$ cat config.mk
export PLATFORM = sky130hd
export DESIGN_NAME = refgen_top
export DESIGN_NICKNAME = d
export VERILOG_FILES = /design/src/inc/refgen_pkg.sv /design/src/inc/refgen_if.sv /design/src/verilog/refgen_regs.sv /design/src/verilog/refgen_top.sv
export SDC_FILE = /design/constraint.sdc
export NUM_CORES = 1
export LEC_CHECK = 0
export BUFFER_PORTS_ARGS = -buffer_cell sky130_fd_sc_hd__buf_2
export CORE_MARGIN = 2
export CORE_UTILIZATION = 47
export CTS_CLUSTER_SIZE = 28
export DETAILED_ROUTE_END_ITERATION = 10
export GPL_ROUTABILITY_DRIVEN = 0
export PLACE_DENSITY_LB_ADDON = 0.08
export RECOVER_POWER = 25
export SLEW_MARGIN = 10
export SYNTH_ARGS = -nofsm -noshare
export SYNTH_HDL_FRONTEND = slang
export SYNTH_SLANG_ARGS = --single-unit
$ cat constraint.sdc
create_clock -name aclk -period 3.62 [get_ports aclk]
set_input_delay 0.543 -clock aclk [delete_from_list [all_inputs] [get_ports aclk]]
set_output_delay 0.543 -clock aclk [all_outputs]
set_load 0.05 [all_outputs]
$ cat src/inc/refgen_pkg.sv
package refgen_pkg;
  // Register index, not a byte offset: the bus byte address is four times it
  localparam logic [7:0] refgen_control_offset = 8'h9f;
  localparam logic [7:0] refgen_control_reset = 8'h00;
  localparam logic [7:0] refgen_control_mask = 8'hef;
  localparam int power_bit = 7;
  localparam int pin_drive_bit = 6;
  localparam int range_bit = 5;
  localparam int tap_msb = 3;
  localparam int tap_lsb = 0;
  localparam logic [1:0] resp_okay = 2'b00;
  localparam logic [1:0] resp_slverr = 2'b10;
  // Ladder weights: low range code/24, high range 8/32 + code/32
  localparam int low_range_den = 24;
  localparam int high_range_den = 32;
  localparam int high_range_base = 8;
endpackage

$ cat src/inc/refgen_if.sv
`timescale 1ns/1ps
interface refgen_if;
  logic wr_en;
  logic [7:0] wr_data;
  logic [7:0] rd_data;
  modport regs (input wr_en, input wr_data, output rd_data);
  modport bus (output wr_en, output wr_data, input rd_data);
endinterface

$ cat src/verilog/refgen_regs.sv
`timescale 1ns/1ps
module refgen_regs
  import refgen_pkg::*;
(
  input wire logic aclk,
  input wire logic aresetn,
  refgen_if.regs rif,
  output logic [7:0] ctrl_q
);
  always_ff @(posedge aclk) begin
    if (!aresetn) begin
      ctrl_q <= refgen_control_reset;
    end else if (rif.wr_en) begin
      // Bit 4 is never stored, so it always reads zero
      ctrl_q <= rif.wr_data & refgen_control_mask;
    end
  end
  // No sleep input: wake events cannot touch the register
  assign rif.rd_data = ctrl_q;

  chk_reset_clears: assert property (@(posedge aclk)
    !aresetn |=> ctrl_q == refgen_control_reset)
    else $error("reset did not clear");
  chk_bit4_zero: assert property (@(posedge aclk) disable iff (!aresetn)
    (ctrl_q & ~refgen_control_mask) == 8'h00)
    else $error("bit 4 not zero");
  chk_hold_value: assert property (@(posedge aclk) disable iff (!aresetn)
    !rif.wr_en |=> $stable(ctrl_q))
    else $error("register changed without write");
endmodule

$ cat src/verilog/refgen_top.sv
`timescale 1ns/1ps
module refgen_top
  import refgen_pkg::*;
(
  input wire logic aclk,
  input wire logic aresetn,
  input wire logic [31:0] s_axi_awaddr,
  input wire logic s_axi_awvalid,
  output logic s_axi_awready,
  input wire logic [31:0] s_axi_wdata,
  input wire logic [3:0] s_axi_wstrb,
  input wire logic s_axi_wvalid,
  output logic s_axi_wready,
  output logic [1:0] s_axi_bresp,
  output logic s_axi_bvalid,
  input wire logic s_axi_bready,
  input wire logic [31:0] s_axi_araddr,
  input wire logic s_axi_arvalid,
  output logic s_axi_arready,
  output logic [31:0] s_axi_rdata,
  output logic [1:0] s_axi_rresp,
  output logic s_axi_rvalid,
  input wire logic s_axi_rready,
  input wire logic port_a_direction,
  output logic ladder_power_on,
  output logic pin_drive_on,
  output logic range_low_select,
  output logic [3:0] tap_code,
  output logic port_a_bit2_pin_connect
);
  refgen_if rif();
  logic [7:0] ctrl_q;
  logic [31:0] awaddr_q;
  logic [31:0] wdata_q;
  logic [3:0] wstrb_q;
  logic aw_have_q;
  logic w_have_q;
  logic do_write;
  logic wr_hit;
  logic [7:0] ctrl_d;

  ////////////////////////////////////////////////////////////////////////
  // Write path: address and data taken in either order, one at a time
  assign do_write = aw_have_q && w_have_q && !s_axi_bvalid;
  assign wr_hit = awaddr_q[31:2] == 30'(refgen_control_offset);

  always_ff @(posedge aclk) begin
    if (!aresetn) begin
      aw_have_q <= 1'b0;
      awaddr_q <= '0;
    end else if (s_axi_awvalid && s_axi_awready) begin
      aw_have_q <= 1'b1;
      awaddr_q <= s_axi_awaddr;
    end else if (do_write) begin
      aw_have_q <= 1'b0;
    end
  end

  always_ff @(posedge aclk) begin
    if (!aresetn) begin
      w_have_q <= 1'b0;
      wdata_q <= '0;
      wstrb_q <= '0;
    end else if (s_axi_wvalid && s_axi_wready) begin
      w_have_q <= 1'b1;
      wdata_q <= s_axi_wdata;
      wstrb_q <= s_axi_wstrb;
    end else if (do_write) begin
      w_have_q <= 1'b0;
    end
  end

  always_ff @(posedge aclk) begin
    if (!aresetn) begin
      s_axi_awready <= 1'b0;
      s_axi_wready <= 1'b0;
    end else begin
      s_axi_awready <= !aw_have_q && !(s_axi_awvalid && s_axi_awready) && !s_axi_bvalid;
      s_axi_wready <= !w_have_q && !(s_axi_wvalid && s_axi_wready) && !s_axi_bvalid;
    end
  end

  always_ff @(posedge aclk) begin
    if (!aresetn) begin
      s_axi_bvalid <= 1'b0;
      s_axi_bresp <= resp_okay;
    end else if (do_write) begin
      s_axi_bvalid <= 1'b1;
      s_axi_bresp <= wr_hit ? resp_okay : resp_slverr;
    end else if (s_axi_bready) begin
      s_axi_bvalid <= 1'b0;
    end
  end

  // One write at a time: both halves are refused until the response is taken
  chk_write_refused: assert property (@(posedge aclk) disable iff (!aresetn)
    s_axi_bvalid |-> !s_axi_awready && !s_axi_wready)
    else $error("write accepted while response pending");
  chk_aw_busy: assert property (@(posedge aclk) disable iff (!aresetn)
    aw_have_q |-> !s_axi_awready)
    else $error("second write address accepted");
  chk_w_busy: assert property (@(posedge aclk) disable iff (!aresetn)
    w_have_q |-> !s_axi_wready)
    else $error("second write data accepted");
  chk_write_answer: assert property (@(posedge aclk) disable iff (!aresetn)
    do_write |=> s_axi_bvalid)
    else $error("write response missing");
  chk_mapped_okay: assert property (@(posedge aclk) disable iff (!aresetn)
    do_write && wr_hit |=> s_axi_bresp == resp_okay)
    else $error("register write not okay");
  chk_unmapped_err: assert property (@(posedge aclk) disable iff (!aresetn)
    do_write && !wr_hit |=> s_axi_bresp == resp_slverr)
    else $error("unmapped write not refused");
  // Upper lanes carry nothing, so a write without lane 0 leaves the byte alone
  chk_lane_gate: assert property (@(posedge aclk) disable iff (!aresetn)
    do_write && !wstrb_q[0] |=> $stable(ctrl_q))
    else $error("write without lane 0 changed register");

  // Register is a single byte; only lane 0 carries it
  assign rif.wr_en = do_write && wr_hit && wstrb_q[0];
  assign rif.wr_data = wdata_q[7:0];

  refgen_regs u_regs (
    .aclk(aclk),
    .aresetn(aresetn),
    .rif(rif),
    .ctrl_q(ctrl_q)
  );

  ////////////////////////////////////////////////////////////////////////
  // Read path
  always_ff @(posedge aclk) begin
    if (!aresetn) begin
      s_axi_arready <= 1'b0;
      s_axi_rvalid <= 1'b0;
      s_axi_rdata <= '0;
      s_axi_rresp <= resp_okay;
    end else if (s_axi_arvalid && s_axi_arready) begin
      s_axi_arready <= 1'b0;
      s_axi_rvalid <= 1'b1;
      if (s_axi_araddr[31:2] == 30'(refgen_control_offset)) begin
        s_axi_rdata <= {24'h000000, rif.rd_data};
        s_axi_rresp <= resp_okay;
      end else begin
        s_axi_rdata <= '0;
        s_axi_rresp <= resp_slverr;
      end
    end else if (s_axi_rvalid) begin
      if (s_axi_rready) begin
        s_axi_rvalid <= 1'b0;
      end
    end else begin
      s_axi_arready <= 1'b1;
    end
  end

  // A pending answer blocks the next address, so reads never overlap
  chk_read_busy: assert property (@(posedge aclk) disable iff (!aresetn)
    s_axi_rvalid |-> !s_axi_arready)
    else $error("read address accepted while answer pending");
  chk_read_answer: assert property (@(posedge aclk) disable iff (!aresetn)
    s_axi_arvalid && s_axi_arready |=> s_axi_rvalid)
    else $error("read answer missing");
  chk_read_value: assert property (@(posedge aclk) disable iff (!aresetn)
    s_axi_arvalid && s_axi_arready && s_axi_araddr[31:2] == 30'(refgen_control_offset)
    |=> s_axi_rdata == {24'h000000, $past(ctrl_q)} && s_axi_rresp == resp_okay)
    else $error("register read wrong");
  chk_read_unmapped: assert property (@(posedge aclk) disable iff (!aresetn)
    s_axi_arvalid && s_axi_arready && s_axi_araddr[31:2] != 30'(refgen_control_offset)
    |=> s_axi_rdata == 32'h00000000 && s_axi_rresp == resp_slverr)
    else $error("unmapped read not refused");
  chk_read_zeros: assert property (@(posedge aclk) disable iff (!aresetn)
    s_axi_rvalid |-> (s_axi_rdata & ~{24'h000000, refgen_control_mask}) == 32'h00000000)
    else $error("unused read bits not zero");

  ////////////////////////////////////////////////////////////////////////
  // Ladder controls load the register's next value, so they move on the write edge
  // and still come straight from flops, with no decode glitches on the switches
  assign ctrl_d = rif.wr_en ? (rif.wr_data & refgen_control_mask) : ctrl_q;

  always_ff @(posedge aclk) begin
    if (!aresetn) begin
      ladder_power_on <= 1'b0;
      pin_drive_on <= 1'b0;
      range_low_select <= 1'b0;
      tap_code <= '0;
      port_a_bit2_pin_connect <= 1'b0;
    end else begin
      ladder_power_on <= ctrl_d[power_bit];
      pin_drive_on <= ctrl_d[pin_drive_bit];
      range_low_select <= ctrl_d[range_bit];
      tap_code <= ctrl_d[tap_msb:tap_lsb];
      // Driving the pin while it is an output would fight the port driver
      port_a_bit2_pin_connect <= ctrl_d[pin_drive_bit] && port_a_direction;
    end
  end

  chk_reset_outputs: assert property (@(posedge aclk)
    !aresetn |=> !ladder_power_on && !pin_drive_on && !range_low_select
      && tap_code == 4'h0 && !port_a_bit2_pin_connect)
    else $error("ladder outputs not cleared by reset");
  chk_power_follow: assert property (@(posedge aclk) disable iff (!aresetn)
    ladder_power_on == ctrl_q[power_bit])
    else $error("power differs from register");
  chk_drive_follow: assert property (@(posedge aclk) disable iff (!aresetn)
    pin_drive_on == ctrl_q[pin_drive_bit])
    else $error("drive differs from register");
  chk_range_follow: assert property (@(posedge aclk) disable iff (!aresetn)
    range_low_select == ctrl_q[range_bit])
    else $error("range differs from register");
  chk_tap_follow: assert property (@(posedge aclk) disable iff (!aresetn)
    tap_code == ctrl_q[tap_msb:tap_lsb])
    else $error("tap code differs from register");
  chk_pin_gate: assert property (@(posedge aclk) disable iff (!aresetn)
    port_a_bit2_pin_connect |-> $past(port_a_direction) && pin_drive_on)
    else $error("pin connected while output");
  chk_pin_input: assert property (@(posedge aclk) disable iff (!aresetn)
    !port_a_direction |=> !port_a_bit2_pin_connect)
    else $error("pin still connected as output");
  chk_write_lands: assert property (@(posedge aclk) disable iff (!aresetn)
    rif.wr_en |=> tap_code == $past(rif.wr_data[tap_msb:tap_lsb]))
    else $error("tap code not applied");
  chk_range_write: assert property (@(posedge aclk) disable iff (!aresetn)
    rif.wr_en |=> range_low_select == $past(rif.wr_data[range_bit]))
    else $error("range not applied");
endmodule
==> qor.txt, run 1 <==
Clk buf depth: 2
Met1 Usage GRT: 0.220
Final WS setup: 1790 ps
Cts hold-fix bufs: 0
PwrDens: 494 mW/mm^2
Die Wd: 79.1 um
Register share of total power: 0.445
Commonest cells after routing, fill and taps aside: nand2_1 (95), buf_2 (90), dfxtp_1 (62), a21boi_1 (31), conb_1 (27)
Initial Utilization: 0.484
Post-CTS Resized: 0
CTS tree: yes
Total track usage: 0.180
Antenna-violating nets left: 0
H-tree depth: 3
RSZ-0062 raised after global routing: no
# port buffers: 97
# rows: 27
Skew-Pair Late Insertion Delay: 330 ps
Maximum vdd ir drop: 0.326 mV
First-pass GRT wire length: 8.89 mm
Sequential area share after synthesis: 0.468
Vias per Instance: 4.70
Core ar.: 0.00547 mm^2
HPWL Detailed: 3.92 mm
Met3 Track Usage GR: 0.0489
Critical Path RT: 3870 ps
Crit. End Element: flop
Lkg Pwr: 0.00143 uW
Slew @ Worst Pin: 1060 ps
Startpoint types: input pin
Final core utilization: 0.602
Switch share: 0.253
Die H: 79.1 um
CTS Buf Count: 9
Clock Sinks: 62
Int Power: 1220 uW
Drt pass-1 iters: 4
Final setup fails: 0
Outcome: finished, final reports clean
CTS root buffer: clkbuf_8
Slew Viols, Final: 0
Overflow after GRT: 0
Worst path arrival time: 2080 ps
Maximum clock frequency: 547 MHz
Initial DRC count: 66
Fillers: 527
Final Skew: 7.90 ps
Mapped Cells: 301
DRC viols: 0
Clk network pwr share: 0.429
Synthesized area: 0.00265 mm^2
Combinational fraction of design power: 0.126
Warnings from Yosys: 0
CP max FO: 40
Placed Instances: 454
Synth Area per Inst: 8.81 um^2
Synth unique cells: 32
Pre-CTS setup slack: 1650 ps
Min Clock Period, post-route: 1830 ps
Final setup TNS: 0 ps
Area Overhead vs Synth: 24.3%
Met2 usage in global routing: 0.297
Total wire length: 5.40 mm
Tightest Hold Check Type: reg -> reg
#FFs+latches synth: 62
Switching power: 412 uW
Post-CTS Setup Repair Bufs: 0
Largest net degree at the start of global routing: 41
# Max-Cap Violations: 0
Number of global-route vias before repair: 2025
# diodes: 0
Final Hold Violating Endpoints: 0
Final std cells w/o fill: 470
DR WL/cell: 11.5 um
CP Class: in -> reg
Gr busiest metal: met2
Clk slew on worst S/H paths: 70 ps
Num ports: 157
Post-layout nets: 501
Worst rel slew slack: 0.296
Tcrit/Tclk final: 0.505
Share of cells above drive strength 1: 0.281
DIE AREA: 0.00626 mm^2
Initial antenna violation count: 0
Via count: 2208
Commonest non-fill, non-tap cell in the layout: nand2_1
final timing paths:
| check | startpoint | to | slack [ps] | cells past startpoint |
|---|---|---|---|---|
| worst max-delay path | aresetn | s_axi_wready | 1790 | 4 |
| worst min-delay path | aw_have_q | s_axi_awready | 440 | 1 |
| worst max register to register | awaddr_q[31] | u_regs.ctrl_q[5] | 1800 | 4 |
| worst min register to register | aw_have_q | s_axi_awready | 440 | 1 |
cell usage after synthesis:
master,instances,area [um^2]
a21oi_1,1,5.00
nor4_1,5,31.3
or4_1,1,7.51
dfxtp_1,62,1240
nor2_1,2,7.51
nand4_1,2,12.5
clkbuf_1,16,60.1
nor4_4,2,42.5
and3b_1,1,8.76
nand4b_1,1,8.76
a32o_1,7,70.1
and2_1,4,25.0
and4bb_1,1,12.5
nand2_1,95,357
inv_2,1,3.75
a21boi_1,40,300
buf_4,27,203
o21a_1,1,7.51
inv_1,2,7.51
o21ai_0,3,15.0
and4b_1,2,20.0
nand2b_1,2,12.5
mux2i_1,8,80.1
nor2b_1,1,6.26
a21boi_0,1,7.51
nor4b_2,1,15.0
nand3_1,3,15.0
nor3_1,3,15.0
nor3b_1,1,7.51
nor4b_1,2,17.5
nor4_2,2,25.0
conb_1,1,3.75
sequential cells by signal, summed over array words and instances, names as in the netlist, 7 cells and up:
name           cells
u_regs.ctrl_q      7
wdata_q            7
awaddr_q          30
s_axi_rdata        7
routing by layer:
layer  vias up  part of all wire  wire length, um
met5         -                 0                0
met4         0             0.011               57
met3         6             0.060              326
met2        63              0.49             2640
met1       994              0.44             2370
li1       1145                 -                -
kinds of logic after synthesis:
family          count (synthesis)  share of synthesized area
simple gates                  131                      0.244
compound gates                 53                      0.153
other cells                     1                    0.00141
mux                             8                     0.0302
flops                          62                      0.468
buf+inv                        46                      0.103
critical path, cell delays in order:
cell and delay [ps]:
clkbuf_1 760, buf_4 490, nand2b_1 130, nor3_1 150
power by group through the flow:
stage          Clock (uW)  Combinational [uW]  Sequential, uW
2_1_floorplan           0                 156             755
3_3_place_gp            0                 206             740
3_5_place_dp            0                 208             741
4_1_cts               712                 208             725
5_1_grt               741                 225             729
6_report              698                 205             725
area by class of cell:
class	instances	area, um^2	share of cell area
well taps	72	90.1	0.0273
multi-input cells	219	1230	0.374
clock buffers	13	169	0.0513
flip-flops and latches	62	1240	0.377
clock inverters	3	65.1	0.0197
inverters	3	11.3	0.00342
repair buffers	98	484	0.147
per-stage QoR:
step	hold WS, ps	cell area [um^2]	total power (uW)
floorplan	409	2750	911
global placement	429	3070	946
detailed placement	431	3070	949
CTS	430	3300	1650
global route	447	3290	1700
finish	441	3290	1630
Note: power is estimated with default switching activity, not from simulation.
==> inputs of run 2 (changes only) <==
CORE_UTILIZATION = 39   (was 47)
clock period = 1.6 ns   (was 3.62 ns; I/O delays follow)
==> run 2 against run 1 <==
Net effect:
- critical path depth up 1
- register-to-register slack worse by 1700 ps
- wire length up 2.2%
- clock power up 120%
- via count up 1.6%
- critical path type is now reg -> reg
- largest power group unchanged
- first-iteration DRC count down 24%
- clock skew down 1.2 ps
- sequential power up 130%
==> qor.txt, run 2 (synthesized netlist as in run 1, its figures left out) <==
Outcome: finished, final reports clean (unchanged)
Initial DRC count: 50 (was 66)
Crit-path max cell delay: 340 ps (was 760 ps)
# rows: 30 (was 27)
Met3 Track Usage GR: 0.0400 (was 0.0489)
Commonest cells after routing, fill and taps aside: buf_2 (97), nand2_1 (95), dfxtp_1 (59), a21boi_1 (28), conb_1 (27) (was nand2_1 (95), buf_2 (90), dfxtp_1 (62), a21boi_1 (31), conb_1 (27))
HPWL Detailed: 3.93 mm (was 3.92 mm)
Final core utilization: 0.509 (was 0.602)
Met1 Usage GRT: 0.194 (was 0.220)
Startpoint types: flop (was input pin)
Top cell by count, worst path: nor4_4
Crit path buf inv count: 1 (was 2)
Max reg flops: 30 (unchanged)
WHS Endpoint: awaddr_q[28] (was s_axi_awready)
Met2 usage in global routing: 0.248 (was 0.297)
Tcrit/Tclk final: 0.939
H-tree depth: 3 (unchanged)
Post-layout nets: 506 (was 501)
Hold Crit Start: s_axi_awaddr[28] (was aw_have_q)
Final setup TNS: 0 ps (unchanged)
Number of global-route vias before repair: 1977 (was 2025)
Drt pass-1 iters: 4 (unchanged)
Largest net degree at the start of global routing: 69 (was 41)
CTS Buf Count: 9 (unchanged)
Worst path arrival time: 1770 ps (was 2080 ps)
Skew-Pair Late Insertion Delay: 330 ps (about the same)
Slew Viols, Final: 0 (unchanged)
Hold path depth: 3 (was 1)
DRC viols: 0 (unchanged)
Core ar.: 0.00668 mm^2 (was 0.00547 mm^2)
Gr busiest metal: met2 (unchanged)
Num ports: 157 (unchanged)
Slew @ Worst Pin: 611 ps (was 1060 ps)
Initial Utilization: 0.397 (was 0.484)
Biggest register: awaddr_q (unchanged)
FF-to-FF setup slack: 100 ps (was 1800 ps)
Overflow after GRT: 0 (unchanged)
# Max-Cap Violations: 0 (unchanged)
# diodes: 0 (unchanged)
Final Skew: 6.68 ps (was 7.90 ps)
Total track usage: 0.155 (was 0.180)
Crit Reg-Reg Endpoint: port_a_bit2_pin_connect (was u_regs.ctrl_q[5])
CP max FO: 8 (was 40)
DIE AREA: 0.00747 mm^2 (was 0.00626 mm^2)
Area Overhead vs Synth: 28.2% (was 24.3%)
Via count: 2244 (was 2208)
Maximum vdd ir drop: 0.649 mV (was 0.326 mV)
Die Wd: 86.5 um (was 79.1 um)
Crit. End Element: flop (unchanged)
Slowest CP cell: nor4_4 (was clkbuf_1)
Maximum clock frequency: 665 MHz
Share of cells above drive strength 1: 0.328 (was 0.281)
R2R cell count: 5 (was 4)
Tightest Hold Check Type: in -> reg (was reg -> reg)
Total Power: 3650 uW (was 1630 uW)
# port buffers: 97 (unchanged)
CTS root buffer: clkbuf_8 (unchanged)
Crit path max-delay family: simple AND/OR/NAND/NOR gates (was buffers and inverters)
Worst path cell trace: nor4_4, nand3_2, nor4_4, buf_12, mux2i_1 (was clkbuf_1, buf_4, nand2b_1, nor3_1)
Worst rel slew slack: 0.593 (was 0.296)
Die H: 86.5 um (was 79.1 um)
CTS tree: yes (unchanged)
Antenna-violating nets left: 0 (unchanged)
Min Clock Period, post-route: 1500 ps
Fillers: 676 (was 527)
PwrDens: 1070 mW/mm^2 (was 494 mW/mm^2)
First-pass GRT wire length: 9.07 mm (was 8.89 mm)
Total wire length: 5.52 mm (was 5.40 mm)
Initial antenna violation count: 0 (unchanged)
Critical Path RT: 1860 ps (was 3870 ps)
Clk slew on worst S/H paths: 70 ps (about the same)
Commonest non-fill, non-tap cell in the layout: buf_2 (was nand2_1)
Clock Sinks: 62 (unchanged)
Lkg Pwr: 0.00148 uW (was 0.00143 uW)
DR WL/cell: 11.4 um (was 11.5 um)
Cts hold-fix bufs: 0 (unchanged)
Final Hold Violating Endpoints: 0 (unchanged)
Clk buf depth: 2 (unchanged)
CP Class: reg -> reg (was in -> reg)
Final setup fails: 0 (unchanged)
Vias per Instance: 4.65 (was 4.70)
FF-to-FF Start: awaddr_q[28] (was awaddr_q[31])
-- run 2: area by class of cell --
class	instances	area, um^2	share of cell area
repair buffers	103	551	0.162
clock inverters	6	85.1	0.0250
well taps	80	100	0.0294
multi-input cells	219	1270	0.374
inverters	3	11.3	0.00331
flip-flops and latches	62	1240	0.366
clock buffers	10	138	0.0405
-- run 2: timing repair --
item,in CTS,in global routing
endpoints found under the setup margin,8,8
pin swaps,0,5
setup buffers,0,1
resized for setup,1,6
-- run 2: per-layer routing --
layer | share of wire | wire (um) | vias up
met5 | 0 | 0 | -
met3 | 0.075 | 416 | 8
met1 | 0.46 | 2520 | 990
met4 | 0.021 | 114 | 0
met2 | 0.45 | 2460 | 87
li1 | - | - | 1159
-- run 2: report_power, final --
group          switching [uW]  internal (uW)
registers                40.3           1610
logic                     322            158
clock network             608            913
-- run 2: how the worst max path moves through the flow --
stage | startpoint | cells past startpoint | slack [ps] | end
after detailed placement | awaddr_q[21] | 5 | -10 | u_regs.ctrl_q[1]
final | awaddr_q[28] | 5 | 100 | port_a_bit2_pin_connect
after CTS | awaddr_q[20] | 5 | 20 | u_regs.ctrl_q[1]
after global routing | awaddr_q[28] | 5 | -0.3 | u_regs.ctrl_q[7]
after global placement | awaddr_q[21] | 5 | -8 | port_a_bit2_pin_connect
after floorplan | s_axi_bvalid | 4 | -50 | port_a_bit2_pin_connect
-- run 2: through the flow --
stage	cell area, um^2	setup WS [ps]	hold WS, ps	std cells
after floorplan	2760	-52.4	375	327
after global routing	3400	-0.287	134	483
final	3400	97.3	131	483
after detailed placement	3140	-10.3	423	466
after CTS	3370	21.4	123	482
after global placement	3140	-8.15	426	466
-- run 2: tightest hold or removal path: stages --
cell and delay, ps:
buf_2 90, nand2_1 50, a21boi_1 50
==> inputs of run 3 (changes only) <==
CORE_ASPECT_RATIO = 1.2   (was not set)
==> run 3 against run 2 <==
Net effect:
- combinational power hardly changed
- worst setup slack worse by 40 ps
- clock power is 15% lower
- sequential share of layout area is 0.62 points higher
- clock skew is 2.2 ps higher
- wire length is 0.33% lower
- core utilization is 0.82 points higher
- via count is 1.3% lower
- clock-buffer cell count stayed put
- design area is 1.4% lower
==> qor.txt, run 3 (synthesized netlist as in run 1, its figures left out) <==
Tcrit/Tclk final: 0.964 (was 0.939)
Register share of total power: 0.481 (was 0.451)
Final setup fails: 0 (unchanged)
HPWL Detailed: 3.93 mm (about the same)
Final setup TNS: 0 ps (unchanged)
Min Clock Period, post-route: 1540 ps (was 1500 ps)
DIE AREA: 0.00748 mm^2 (was 0.00747 mm^2)
Initial Utilization: 0.409 (was 0.397)
Max reg flops: 30 (unchanged)
Hold Crit Start: s_axi_awaddr[16] (was s_axi_awaddr[28])
PwrDens: 1020 mW/mm^2 (was 1070 mW/mm^2)
Num ports: 157 (unchanged)
# port buffers: 97 (unchanged)
Pre-CTS setup slack: -19.0 ps (was -10.3 ps)
CTS Buf Count: 9 (unchanged)
Startpoint types: flop (unchanged)
Clock Sinks: 62 (unchanged)
Commonest non-fill, non-tap cell in the layout: nand2_1 (was buf_2)
Drt pass-1 iters: 4 (unchanged)
Fillers: 658 (was 676)
Cts hold-fix bufs: 0 (unchanged)
Tightest Hold Check Type: in -> reg (unchanged)
Area Overhead vs Synth: 26.5% (was 28.2%)
Slew @ Worst Pin: 627 ps (was 611 ps)
Switch share: 0.292 (was 0.266)
Maximum vdd ir drop: 0.627 mV (was 0.649 mV)
CTS tree: yes (unchanged)
Worst rel slew slack: 0.582 (was 0.593)
Crit. End Element: flop (unchanged)
Critical Path RT: 1870 ps (was 1860 ps)
Total wire length: 5.50 mm (was 5.52 mm)
Slew Viols, Final: 0 (unchanged)
Largest net degree at the start of global routing: 39 (was 69)
Worst path cell trace: nor4_2, nand4_1, nor4_4, buf_12, mux2i_1 (was nor4_4, nand3_2, nor4_4, buf_12, mux2i_1)
Final Hold Violating Endpoints: 0 (unchanged)
Overflow after GRT: 0 (unchanged)
Clk slew on worst S/H paths: 70 ps (about the same)
Die Wd: 79.3 um (was 86.5 um)
Crit path buf inv count: 1 (unchanged)
Via count: 2215 (was 2244)
Post-layout nets: 506 (unchanged)
Core ar.: 0.00649 mm^2 (was 0.00668 mm^2)
Die H: 94.3 um (was 86.5 um)
Antenna-violating nets left: 0 (unchanged)
Combinational fraction of design power: 0.140 (was 0.131)
Total track usage: 0.150 (was 0.155)
Int Power: 2420 uW (was 2680 uW)
Clk network pwr share: 0.379 (was 0.417)
DRC viols: 0 (unchanged)
Share of cells above drive strength 1: 0.320 (was 0.328)
Crit path from: awaddr_q[29] (was awaddr_q[28])
Outcome: finished, final reports clean (unchanged)
Switching power: 997 uW (was 970 uW)
# rows: 32 (was 30)
Crit-path max cell delay: 330 ps (was 340 ps)
Final Skew: 8.92 ps (was 6.68 ps)
Crit path max-delay family: simple AND/OR/NAND/NOR gates (unchanged)
CP max FO: 8 (unchanged)
First-pass GRT wire length: 8.64 mm (was 9.07 mm)
H-tree depth: 3 (unchanged)
Vias per Instance: 4.54 (was 4.65)
Lkg Pwr: 0.00145 uW (was 0.00148 uW)
Initial antenna violation count: 0 (unchanged)
# Max-Cap Violations: 0 (unchanged)
Maximum clock frequency: 648 MHz (was 665 MHz)
CP Class: reg -> reg (unchanged)
Skew-Pair Late Insertion Delay: 340 ps (was 330 ps)
Biggest register: awaddr_q (unchanged)
# diodes: 0 (unchanged)
Worst path arrival time: 1810 ps (was 1770 ps)
Commonest cells after routing, fill and taps aside: nand2_1 (95), buf_2 (94), dfxtp_1 (58), a21boi_1 (31), conb_1 (27) (was buf_2 (97), nand2_1 (95), dfxtp_1 (59), a21boi_1 (28), conb_1 (27))
Final WS setup: 57.3 ps (was 97.3 ps)
FF-to-FF Start: awaddr_q[29] (was awaddr_q[28])
Initial DRC count: 46 (was 50)
Slowest CP cell: dfxtp_2 (was nor4_4)
RSZ-0062 raised after global routing: yes
Clk buf depth: 2 (unchanged)
Number of global-route vias before repair: 2002 (was 1977)
CTS root buffer: clkbuf_8 (unchanged)
DR WL/cell: 11.3 um (was 11.4 um)
run 3: layout make-up:
type                       instances  area [um^2]  share of cell area
tap                               85          106              0.0317
clock buffer                      10          149              0.0444
multi-input combinational        219         1260               0.376
clock inverter                     6         43.8              0.0131
timing repair buffer             103          534               0.159
inverter                           3         11.3             0.00336
sequential                        62         1250               0.372
run 3: repair_timing:
item | CTS | global route
setup buffers | 0 | 0
endpoints found under the setup margin | 8 | 7
resized for setup | 2 | 4
pin swaps | 0 | 5
run 3: power groups by stage:
stage	sequential, uW	combinational (uW)	clock, uW
3_5_place_dp	1670	481	0
5_1_grt	1650	522	1410
6_report	1640	477	1290
3_3_place_gp	1670	477	0
4_1_cts	1640	484	1340
2_1_floorplan	1710	354	0
run 3: worst paths after layout:
| path | slack (ps) | endpoint | cells after the start |
|---|---|---|---|
| worst min register to register | 440 | s_axi_awready | 1 |
| worst max-delay path | 60 | u_regs.ctrl_q[7] | 5 |
| worst max register to register | 60 | u_regs.ctrl_q[7] | 5 |
| worst min-delay path | 130 | awaddr_q[16] | 3 |
run 3: worst reg2reg max path: stages, from the launching register on:
cell and delay [ps]:
dfxtp_2 330, nor4_2 280, nand4_1 210, nor4_4 300, buf_12 170, mux2i_1 180
run 3: per-stage QoR:
stage                     hold WS, ps  instances  total power, uW  instance area (um^2)   util
after floorplan                   375        327             2060                  2760      -
after global placement            422        472             2150                  3150  0.485
after detailed placement          430        472             2160                  3150  0.485
after CTS                         111        488             3460                  3350  0.517
after global routing              125        488             3590                  3350  0.517
final                             128        488             3410                  3350  0.517
run 3: metal layers:
| layer | wire (um) | GRT usage | vias to the layer above |
|---|---|---|---|
| li1 | - | - | 1158 |
| met1 | 2330 | 0.167 | 968 |
| met2 | 2630 | 0.252 | 80 |
| met3 | 452 | 0.0538 | 9 |
| met4 | 95 | 0.0776 | 0 |
| met5 | 0 | 0 | - |
